[config.mk]
export PLATFORM = sky130hd
export DESIGN_NAME = nma_alu
export DESIGN_NICKNAME = d
export VERILOG_FILES = /design/src/hw/nma_pkg.sv /design/src/hw/nma_alu.sv /design/src/hw/nma_mult.sv
export SDC_FILE = /design/constraint.sdc
export NUM_CORES = 2
export LEC_CHECK = 0
export ABC_AREA = 1
export BUFFER_PORTS_ARGS = -buffer_cell sky130_fd_sc_hd__buf_2
export CAP_MARGIN = 15
export CORE_MARGIN = 2
export CORE_UTILIZATION = 65
export CTS_CLUSTER_DIAMETER = 40
export DETAILED_ROUTE_END_ITERATION = 7
export PLACE_DENSITY = 0.79
export SETUP_SLACK_MARGIN = 0.05
export SYNTH_ARGS = -nofsm -noshare
export SYNTH_HDL_FRONTEND = slang
export SYNTH_SLANG_ARGS = --single-unit
export TNS_END_PERCENT = 10
[constraint.sdc]
create_clock -name clk_sys -period 3.5 [get_ports clk_sys]
set_input_delay 0.7 -clock clk_sys [delete_from_list [all_inputs] [get_ports clk_sys]]
set_output_delay 0.7 -clock clk_sys [all_outputs]
set_load 0.01 [all_outputs]
[src/hw/nma_pkg.sv]
// shared constants and types for the negate/multiply datapath slice
package nma_pkg;

    localparam int NMA_LATENCY = 2;

    // opcode word fields
    localparam int NMA_OPC_HI = 15;
    localparam int NMA_OPC_LO = 6;
    localparam int NMA_SIZE_HI = 7;
    localparam int NMA_SIZE_LO = 6;
    localparam logic [9:0] NMA_OPC_MUL = 10'h130;
    localparam logic [9:0] NMA_OPC_BCD = 10'h120;
    localparam logic [7:0] NMA_OPC_NEG = 8'h44;
    localparam logic [7:0] NMA_OPC_EXTENDED_COMPLEMENT_OP = 8'h40;

    // multiply extension word fields
    localparam int NMA_EXT_LO_HI = 14;
    localparam int NMA_EXT_LO_LO = 12;
    localparam int NMA_EXT_SIGNED = 11;
    localparam int NMA_EXT_WIDE = 10;
    localparam int NMA_EXT_HI_HI = 2;
    localparam int NMA_EXT_HI_LO = 0;
    localparam logic [15:0] NMA_EXT_ZERO_MASK = 16'h83F8;

    // operand locator modes
    localparam logic [2:0] NMA_MODE_AREG = 3'h1;
    localparam logic [2:0] NMA_MODE_EXT = 3'h7;
    localparam logic [2:0] NMA_REG_ABS_W = 3'h0;
    localparam logic [2:0] NMA_REG_ABS_L = 3'h1;
    localparam logic [2:0] NMA_REG_PC_D = 3'h2;
    localparam logic [2:0] NMA_REG_PC_X = 3'h3;
    localparam logic [2:0] NMA_REG_IMM = 3'h4;

    // sizes
    localparam logic [1:0] NMA_SZ_BYTE = 2'h0;
    localparam logic [1:0] NMA_SZ_WORD = 2'h1;
    localparam logic [1:0] NMA_SZ_LONG = 2'h2;

    // flag positions in the condition byte
    localparam int NMA_F_X = 4;
    localparam int NMA_F_N = 3;
    localparam int NMA_F_Z = 2;
    localparam int NMA_F_V = 1;
    localparam int NMA_F_C = 0;

    localparam logic [3:0] NMA_BCD_ADJ = 4'h6;

    typedef enum logic [4:0] {
        NMA_OP_NONE = 5'b00001,
        NMA_OP_MUL = 5'b00010,
        NMA_OP_BCD = 5'b00100,
        NMA_OP_NEG = 5'b01000,
        NMA_OP_EXTENDED_COMPLEMENT_OP = 5'b10000
    } nma_op_e;

endpackage

[src/hw/nma_alu.sv]
// negate and long unsigned multiply datapath slice
`timescale 1ns/1ps
//
// How it works
// - multiplicand comes from low_product_reg; low product word written back there
// - width select 0 gives 32-bit product, 1 gives 64-bit pair
// - high product word goes to high_product_reg only when width select is 1
// - wide multiply with equal register fields has undefined result
// - multiply source accepts only data modes, not address register direct
// - decimal complement subtracts byte and extend bit from zero in BCD
// - extend clear yields tens complement, extend set yields nines complement
// - decimal complement: N,V undefined, Z sticky-clear, C borrow, X copies C
// - negate destinations accept only data alterable modes
// - size field 00 byte, 01 word, 10 long
// - twos complement subtracts destination from zero at size, writes back
// - twos complement flags N,Z,V from result; C set unless zero; X copies C
// - extended complement subtracts destination and extend bit from zero
// - extended complement: N from result, V from destination and result signs, Z sticky-clear, C borrow, X copies C
// - multiply is unsigned on both operands
// - narrow multiply: V when upper half nonzero, N,Z from result, C clear
module nma_alu
    import nma_pkg::*;
(
    input wire logic clk_sys,
    input wire logic resetn,
    input wire logic op_valid,
    input wire logic [15:0] opcode,
    input wire logic [15:0] ext_word,
    input wire logic [31:0] src_operand,
    input wire logic [31:0] dst_operand,
    input wire logic [4:0] ccr_in,
    output logic res_valid,
    output logic illegal_op,
    output logic [31:0] res_low,
    output logic [31:0] res_high,
    output logic wr_low_en,
    output logic wr_high_en,
    output logic [2:0] low_reg_sel,
    output logic [2:0] high_reg_sel,
    output logic [1:0] res_size,
    output logic [4:0] ccr_out,
    output logic ccr_wr
);

    ////////////////////////////////////////////////////////////////////////////
    // helpers

    function automatic logic loc_ok(input logic [5:0] loc, input logic alterable);
        logic [2:0] md;
        logic [2:0] rg;
        md = loc[5:3];
        rg = loc[2:0];
        if (md == NMA_MODE_AREG) begin
            loc_ok = 1'b0;
        end else if (md == NMA_MODE_EXT) begin
            loc_ok = (rg == NMA_REG_ABS_W) || (rg == NMA_REG_ABS_L) ||
                     (!alterable && ((rg == NMA_REG_IMM) || (rg == NMA_REG_PC_D) || (rg == NMA_REG_PC_X)));
        end else begin
            loc_ok = 1'b1;
        end
    endfunction

    function automatic logic msb_at(input logic [31:0] v, input logic [1:0] sz);
        case (sz)
            NMA_SZ_BYTE: msb_at = v[7];
            NMA_SZ_WORD: msb_at = v[15];
            default: msb_at = v[31];
        endcase
    endfunction

    function automatic logic [31:0] size_mask(input logic [1:0] sz);
        case (sz)
            NMA_SZ_BYTE: size_mask = 32'h0000_00FF;
            NMA_SZ_WORD: size_mask = 32'h0000_FFFF;
            default: size_mask = 32'hFFFF_FFFF;
        endcase
    endfunction

    ////////////////////////////////////////////////////////////////////////////
    // state

    typedef struct packed {
        logic s1_valid;
        nma_op_e s1_op;
        logic s1_illegal;
        logic [1:0] s1_size;
        logic s1_wide;
        logic [2:0] s1_lo_sel;
        logic [2:0] s1_hi_sel;
        logic [31:0] s1_dst;
        logic [4:0] s1_ccr;
        logic res_valid;
        logic illegal_op;
        logic [31:0] res_low;
        logic [31:0] res_high;
        logic wr_low_en;
        logic wr_high_en;
        logic [2:0] low_reg_sel;
        logic [2:0] high_reg_sel;
        logic [1:0] res_size;
        logic [4:0] ccr_out;
        logic ccr_wr;
    } nma_alu_s;

    nma_alu_s st_r;
    nma_alu_s st_nxt;
    logic [63:0] product;

    nma_mult u_mult (
        .clk_sys(clk_sys),
        .resetn(resetn),
        .multiplicand(dst_operand),
        .multiplier(src_operand),
        .product(product)
    );

    ////////////////////////////////////////////////////////////////////////////
    // decode and execute

    always_comb begin
        logic [1:0] sz;
        logic [4:0] dlo;
        logic [4:0] dhi;
        logic [3:0] nlo;
        logic [3:0] nhi;
        logic [32:0] diff;
        logic [31:0] mask;
        logic [31:0] rv;
        logic xin;
        logic dm;
        logic rm;
        logic nz;
        logic [4:0] cc;
        sz = opcode[NMA_SIZE_HI:NMA_SIZE_LO];
        dlo = 5'h00;
        dhi = 5'h00;
        nlo = 4'h0;
        nhi = 4'h0;
        diff = 33'h0_0000_0000;
        mask = 32'h0000_0000;
        rv = 32'h0000_0000;
        xin = 1'b0;
        dm = 1'b0;
        rm = 1'b0;
        nz = 1'b0;
        cc = 5'h00;
        st_nxt = st_r;

        // stage 1: decode
        st_nxt.s1_valid = op_valid;
        st_nxt.s1_dst = dst_operand;
        st_nxt.s1_ccr = ccr_in;
        st_nxt.s1_size = sz;
        st_nxt.s1_wide = ext_word[NMA_EXT_WIDE];
        st_nxt.s1_lo_sel = ext_word[NMA_EXT_LO_HI:NMA_EXT_LO_LO];
        st_nxt.s1_hi_sel = ext_word[NMA_EXT_HI_HI:NMA_EXT_HI_LO];
        st_nxt.s1_op = NMA_OP_NONE;
        st_nxt.s1_illegal = 1'b1;
        if (opcode[NMA_OPC_HI:NMA_OPC_LO] == NMA_OPC_MUL) begin
            st_nxt.s1_op = NMA_OP_MUL;
            st_nxt.s1_size = NMA_SZ_LONG;
            st_nxt.s1_illegal = !loc_ok(opcode[5:0], 1'b0) || ext_word[NMA_EXT_SIGNED] ||
                                ((ext_word & NMA_EXT_ZERO_MASK) != 16'h0000);
        end else if (opcode[NMA_OPC_HI:NMA_OPC_LO] == NMA_OPC_BCD) begin
            st_nxt.s1_op = NMA_OP_BCD;
            st_nxt.s1_size = NMA_SZ_BYTE;
            st_nxt.s1_illegal = !loc_ok(opcode[5:0], 1'b1);
        end else if (opcode[NMA_OPC_HI:NMA_SIZE_HI + 1] == NMA_OPC_NEG) begin
            st_nxt.s1_op = NMA_OP_NEG;
            st_nxt.s1_illegal = !loc_ok(opcode[5:0], 1'b1) || (sz == 2'h3);
        end else if (opcode[NMA_OPC_HI:NMA_SIZE_HI + 1] == NMA_OPC_EXTENDED_COMPLEMENT_OP) begin
            st_nxt.s1_op = NMA_OP_EXTENDED_COMPLEMENT_OP;
            st_nxt.s1_illegal = !loc_ok(opcode[5:0], 1'b1) || (sz == 2'h3);
        end

        // stage 2: execute
        cc = st_r.s1_ccr;
        xin = st_r.s1_ccr[NMA_F_X];
        mask = size_mask(st_r.s1_size);
        rv = st_r.s1_dst;
        st_nxt.res_valid = st_r.s1_valid;
        st_nxt.illegal_op = st_r.s1_valid && st_r.s1_illegal;
        st_nxt.res_size = st_r.s1_size;
        st_nxt.low_reg_sel = st_r.s1_lo_sel;
        st_nxt.high_reg_sel = st_r.s1_hi_sel;
        st_nxt.res_high = 32'h0000_0000;
        case (st_r.s1_op)
            NMA_OP_MUL: begin
                rv = product[31:0];
                st_nxt.res_high = product[63:32];
                if (st_r.s1_wide) begin
                    cc[NMA_F_N] = product[63];
                    cc[NMA_F_Z] = (product == 64'h0000_0000_0000_0000);
                    cc[NMA_F_V] = 1'b0;
                end else begin
                    cc[NMA_F_N] = product[31];
                    cc[NMA_F_Z] = (product[31:0] == 32'h0000_0000);
                    cc[NMA_F_V] = (product[63:32] != 32'h0000_0000);
                end
                cc[NMA_F_C] = 1'b0;
            end
            NMA_OP_BCD: begin
                dlo = 5'h00 - {1'b0, st_r.s1_dst[3:0]} - {4'h0, xin};
                nlo = dlo[4] ? (dlo[3:0] - NMA_BCD_ADJ) : dlo[3:0];
                dhi = 5'h00 - {1'b0, st_r.s1_dst[7:4]} - {4'h0, dlo[4]};
                nhi = dhi[4] ? (dhi[3:0] - NMA_BCD_ADJ) : dhi[3:0];
                rv = {st_r.s1_dst[31:8], nhi, nlo};
                if ({nhi, nlo} != 8'h00) begin
                    cc[NMA_F_Z] = 1'b0;
                end
                cc[NMA_F_C] = dhi[4];
                cc[NMA_F_X] = dhi[4];
            end
            NMA_OP_NEG, NMA_OP_EXTENDED_COMPLEMENT_OP: begin
                xin = (st_r.s1_op == NMA_OP_EXTENDED_COMPLEMENT_OP) && xin;
                diff = 33'h0_0000_0000 - {1'b0, st_r.s1_dst & mask} - {32'h0000_0000, xin};
                rv = (st_r.s1_dst & ~mask) | (diff[31:0] & mask);
                dm = msb_at(st_r.s1_dst, st_r.s1_size);
                rm = msb_at(diff[31:0], st_r.s1_size);
                nz = ((diff[31:0] & mask) != 32'h0000_0000);
                cc[NMA_F_N] = rm;
                cc[NMA_F_V] = dm & rm;
                if (st_r.s1_op == NMA_OP_NEG) begin
                    cc[NMA_F_Z] = !nz;
                    cc[NMA_F_C] = nz;
                end else begin
                    if (nz) begin
                        cc[NMA_F_Z] = 1'b0;
                    end
                    cc[NMA_F_C] = dm | rm;
                end
                cc[NMA_F_X] = cc[NMA_F_C];
            end
            default: begin
                cc = st_r.s1_ccr;
            end
        endcase
        st_nxt.res_low = rv;
        st_nxt.ccr_out = cc;
        st_nxt.ccr_wr = st_r.s1_valid && !st_r.s1_illegal;
        st_nxt.wr_low_en = st_r.s1_valid && !st_r.s1_illegal;
        // equal fields with wide set write both; partner order decides
        st_nxt.wr_high_en = st_r.s1_valid && !st_r.s1_illegal &&
                            (st_r.s1_op == NMA_OP_MUL) && st_r.s1_wide;
    end

    always_ff @(posedge clk_sys or negedge resetn) begin
        if (!resetn) begin
            st_r <= '{s1_op: NMA_OP_NONE, default: '0};
        end else begin
            st_r <= st_nxt;
        end
    end

    assign res_valid = st_r.res_valid;
    assign illegal_op = st_r.illegal_op;
    assign res_low = st_r.res_low;
    assign res_high = st_r.res_high;
    assign wr_low_en = st_r.wr_low_en;
    assign wr_high_en = st_r.wr_high_en;
    assign low_reg_sel = st_r.low_reg_sel;
    assign high_reg_sel = st_r.high_reg_sel;
    assign res_size = st_r.res_size;
    assign ccr_out = st_r.ccr_out;
    assign ccr_wr = st_r.ccr_wr;

endmodule

[src/hw/nma_mult.sv]
// registered 32 by 32 unsigned multiplier stage
`timescale 1ns/1ps
module nma_mult
    import nma_pkg::*;
(
    input wire logic clk_sys,
    input wire logic resetn,
    input wire logic [31:0] multiplicand,
    input wire logic [31:0] multiplier,
    output logic [63:0] product
);

    typedef struct packed {
        logic [63:0] prod;
    } nma_mult_s;

    nma_mult_s st_r;
    nma_mult_s st_nxt;

    always_comb begin
        st_nxt = st_r;
        st_nxt.prod = {32'h0000_0000, multiplicand} * {32'h0000_0000, multiplier};
    end

    always_ff @(posedge clk_sys or negedge resetn) begin
        if (!resetn) begin
            st_r <= '0;
        end else begin
            st_r <= st_nxt;
        end
    end

    assign product = st_r.prod;

endmodule

* Word-level counts from Yosys, hierarchy flattened *
Index checks and enable logic that the tools add are counted.

storage, ports and cells
  output and inout port bits = 82
  flip-flop bits (word level) = 198

operators by class
  bitwise operators = 7
  $mul = 1
  mux-type cells = 38
  reductions and logical operators = 28
  add/subtract/negate cells = 8
  equality and inequality tests = 16

operators by type and width
  cell                   number
  $and 32x32->32         3
  $pmux 32 s3            1
  $logic_not 64->1       1
  $mul 32x32->64         1
  $pmux 32 s2            1
  $reduce_bool 32->1     2
  $logic_not 32->1       1
  $mux 32                1
  $not 32->32            1
  $or 32x32->32          1
  $sub 1x32->32 const A  1
  $sub 32x1->32          1
  $eq 10x9->1 const B    2
  $mux 1                 20
  $mux 6                 3
  $eq 8x7->1 const B     2
  $reduce_bool 16->1     1
  $pmux 1 s2             5
  $sub 1x4->5 const A    2
  $sub 5x1->5            2
  $logic_or 1x1->1       8
  $mux 4                 2
  $mux 8                 1
  $reduce_bool 8->1      1
  other kinds (20)       34

* Longest topological paths before layout *
  word-level depth = 14
  mapped depth = 29
  depth with buffers taken out = 28

* Cells and area by module *
Synthesis repeated with hierarchy kept, for this count alone.

second synthesis, totals
  cells, all modules = 6,196
  area, all modules = 46,263.1 µm²

by module, submodules not included
  module    cells each  instances  area each (µm²)
  nma_mult  5,017       1          37,682.4
  nma_alu   1,179       1          8,580.7

* Worst setup path after synthesis *
OpenSTA, ideal clock, no wires.

  path kind = input-to-reg
  from = input src_operand[17]
  to = register u_mult.st_r (netlist bit u_mult.product[46])
  path slack = -3.158 ns
  data required time = 3.383 ns
  library setup time = 0.117 ns
  stages on the path = 25
  arrival time = 6.541 ns
  buffers on the path = 1
  cell sequence = clkbuf_1 > nand2_1 > inv_1 > fa_1 > inv_1 > fa_1 > inv_1 > fa_1 > inv_1 > fa_1 > inv_1 > fa_1 > fa_1 > fa_1 > fa_1 > ha_1 > nand2_1 > nor4_1 > nand3_1 > o21ai_2 > a21boi_2 > o21ai_1 > nand2_1 > inv_1 > nor2_1

RTL lines
  item                  RTL line        text
  start, declared       nma_alu.sv:29   input wire logic [31:0] src_operand,
  end signal, assigned  nma_mult.sv:29  st_r <= st_nxt;
  end, declared         nma_mult.sv:17  nma_mult_s st_r;

==> metrics <==
CP Data Required Time approximately 3.9 ns; most frequent cells in the layout inv_1, nand2_1, fa_1, buf_4, ha_1; Avg Cell Area, Syn slightly below 8 sq um; total area of sequential cells just under 5000 sq um; most frequent CP cell fa_1; Iter 0 DRT Violations approximately 3100; R2R cell count 19; DIE AREA 70620 sq um; cell area after layout roughly 53000 sq um; number of global-route vias before repair between 40000 and 50000; main combinational cell family by area after synthesis adder cells; gr usage total 0.3871; Mapped Area 44530 sq um; number of synthesized flops with an enable pin 0; PortBufs roughly 190; busiest grt layer met2; Fill cells 4485; final setup fails a little under 60; crit path kind primary input to flip-flop; fin crit period 6.658 ns; number of cells produced by synthesis ~5700; DRC 0; Clock Tree Root clkbuf_16; Hold Buf Count CTS 0; post-synthesis simple-gate area fraction 0.1627; CTS tree built; antenna viol nets, final 0; worst min path class primary input to async pin; Initial Util 0.6596; setup ws final -3.158 ns; Final Max Tran Viols 0; placed cell count a little under 7000; clock-pin slew on the worst setup and hold paths roughly 0.09 ns; Max clock buf depth 2; crit start category primary input; Synth Area in Adders 0.4887; Fin. Hold Viols 0; Max-Cap Viols 0; YS warnings 0; pin count of the biggest net entering global routing between 80 and 90; met2 usage 0.6615; area of the multi-input gates 33290 sq um; Critical Path AT a little over 7 ns; met3 Resource Use GR 0.05388; routed wire length approximately 140000 microns; critical path peak fanout 13; Overflow after GRT 0; Layout Cells excl Fill a little over 7000; antenna violations before repair 4; failing checks negative setup slack; Vias 38660; launching point of the worst reg2reg path st_nxt[6]$_DFF_PN0_; number of synthesized register bits 198; Area after DPL around 50000 sq um; dpl hpwl 109700 microns; RePlAce Congestion 1.001; r2r setup slk around 0.27 ns; TritonCTS buffer count 17; most common cell after layout, fill and taps aside inv_1; Worst Setup End Kind flip-flop; fin crit share 1.902; asr flop ratio synth 1.000; max incr delay on CP between 0.6 and 0.7 ns; fin util 0.7863; post-synthesis net count 6992; register area share after synthesis 0.1113; Worst Skew between 0.01 and 0.015 ns; Synth Area in XOR/XNOR 0.01455; IO Pins around 190; fmax between 150 and 200 MHz; CTS Sinks between 150 and 200; DIE HEIGHT roughly 270 microns; Yosys top cell by area fa_1; Netlist cell types 54; P&R area growth vs syn 19.21%; synth top area cells fa_1, inv_1, nand2_1; Routed WL per cell 19.36 microns; worst slew pin tran between 0.7 and 0.8 ns; Clk Latency, worst-skew pair between 0.4 and 0.5 ns; worst rel slew slack 0.4693; GR Util met1 0.4621; Site Rows 95; first-pass GRT wire length 211400 microns; core area ~68000 sq um; htree depth 4; RSZ-0062 raised after global routing yes; RR Endpoint ccr_out[0]$_DFF_PN0_; Vias per Instance around 5.5; Worst path slowest cell fa_2; DRT Pass-1 Iters 8; TNS Setup -162.55 ns; die span in x 265.8 microns; mux share of post-synthesis cell area 0; top_reg_cell synth dfrtp_1; nets@finish around 7500; Synth Area in Compound Gates 0.04231; status finished with violations; share of cells above drive strength 1 0.1834; Synth top area share 0.4028
==> layer usage <==
layer	vias up	share of wire
met5	-	0.000095
li1	16970	-
met4	2	0.082
met1	19000	0.35
met2	2037	0.49
met3	651	0.077
==> worst max-delay path by stage <==
stage                          startpoint                            to  slack, ns  depth (start not counted)
after floorplan           dst_operand[11]  u_mult.product[63]$_DFF_PN0_      -2.98                         25
after global placement     src_operand[9]  u_mult.product[58]$_DFF_PN0_      -3.92                         29
after detailed placement   src_operand[9]  u_mult.product[58]$_DFF_PN0_      -4.01                         29
after CTS                  dst_operand[4]  u_mult.product[63]$_DFF_PN0_      -3.11                         27
after global routing      dst_operand[20]  u_mult.product[60]$_DFF_PN0_      -3.34                         23
final                     dst_operand[12]  u_mult.product[40]$_DFF_PN0_      -3.16                         26
==> worst max-delay path, delay by kind of cell <==
kind	cells	cell delay, ns
AND/OR/NAND/NOR	6	0.59
buffers and inverters	9	0.88
adder cells (fa/ha/maj)	9	4.46
AO/OA/AOI/OAI	1	0.17
XOR/XNOR	1	0.20
==> stage by stage <==
| step | setup slack, ns | hold WS (ns) |
|---|---|---|
| floorplan | -2.977 | 0.3312 |
| global placement | -3.922 | 0.3315 |
| detailed placement | -4.007 | 0.3347 |
| CTS | -3.113 | 0.2784 |
| global route | -3.338 | 0.2828 |
| finish | -3.158 | 0.2514 |
==> repair_timing <==
action,in CTS,in global routing
resized for setup,335,215
setup endpoints to repair,60,62
pin swaps,104,120
endpoints found under the hold margin,0,0
gates cloned,2,2
setup buffers,35,9
==> cell families after synthesis <==
logic type                 after synthesis
buffers and inverters                 2061
and+or+nand+nor                       1821
adders and majority gates             1202
AOI/OAI and AO/OA                      330
DFF                                    198
xor gates and xnor gates                74
==> cells in the mapped netlist, drive strengths merged (22+ instances only) <==
cell and count:
fa 896, inv 1772, nand4 27, dfrtp 197
nor2 217, xnor2 22, nand2 1429, a21oi 129
buf 81, clkbuf 208, nor4 25, ha 306
o21ai 125, nand3 85, xor2 52
==> state kept, by name, summed over array words and instances (netlist names) <==
| signal | flops |
|---|---|
| st_r | 44 |
| res_valid | 1 |
| ccr_wr | 1 |
| st_nxt | 9 |
| high_reg_sel | 3 |
| res_size | 2 |
| wr_high_en | 1 |
| illegal_op | 1 |
| ccr_out | 5 |
| res_low | 32 |
| u_mult.product | 64 |
| low_reg_sel | 3 |
| res_high | 32 |
==> area by class of cell <==
cell class / instances / area share
diodes: 3 / 0.0001414
clock buffers: 17 / 0.008013
clock inverters: 15 / 0.004219
inverters: 1772 / 0.1253
multi-input cells: 3427 / 0.6270
flip-flops and latches: 198 / 0.09336
well taps: 873 / 0.02058
repair buffers: 739 / 0.1214
Power is not shown: default switching activity piles up to over one toggle a cycle in this logic, so the estimate is an artifact.
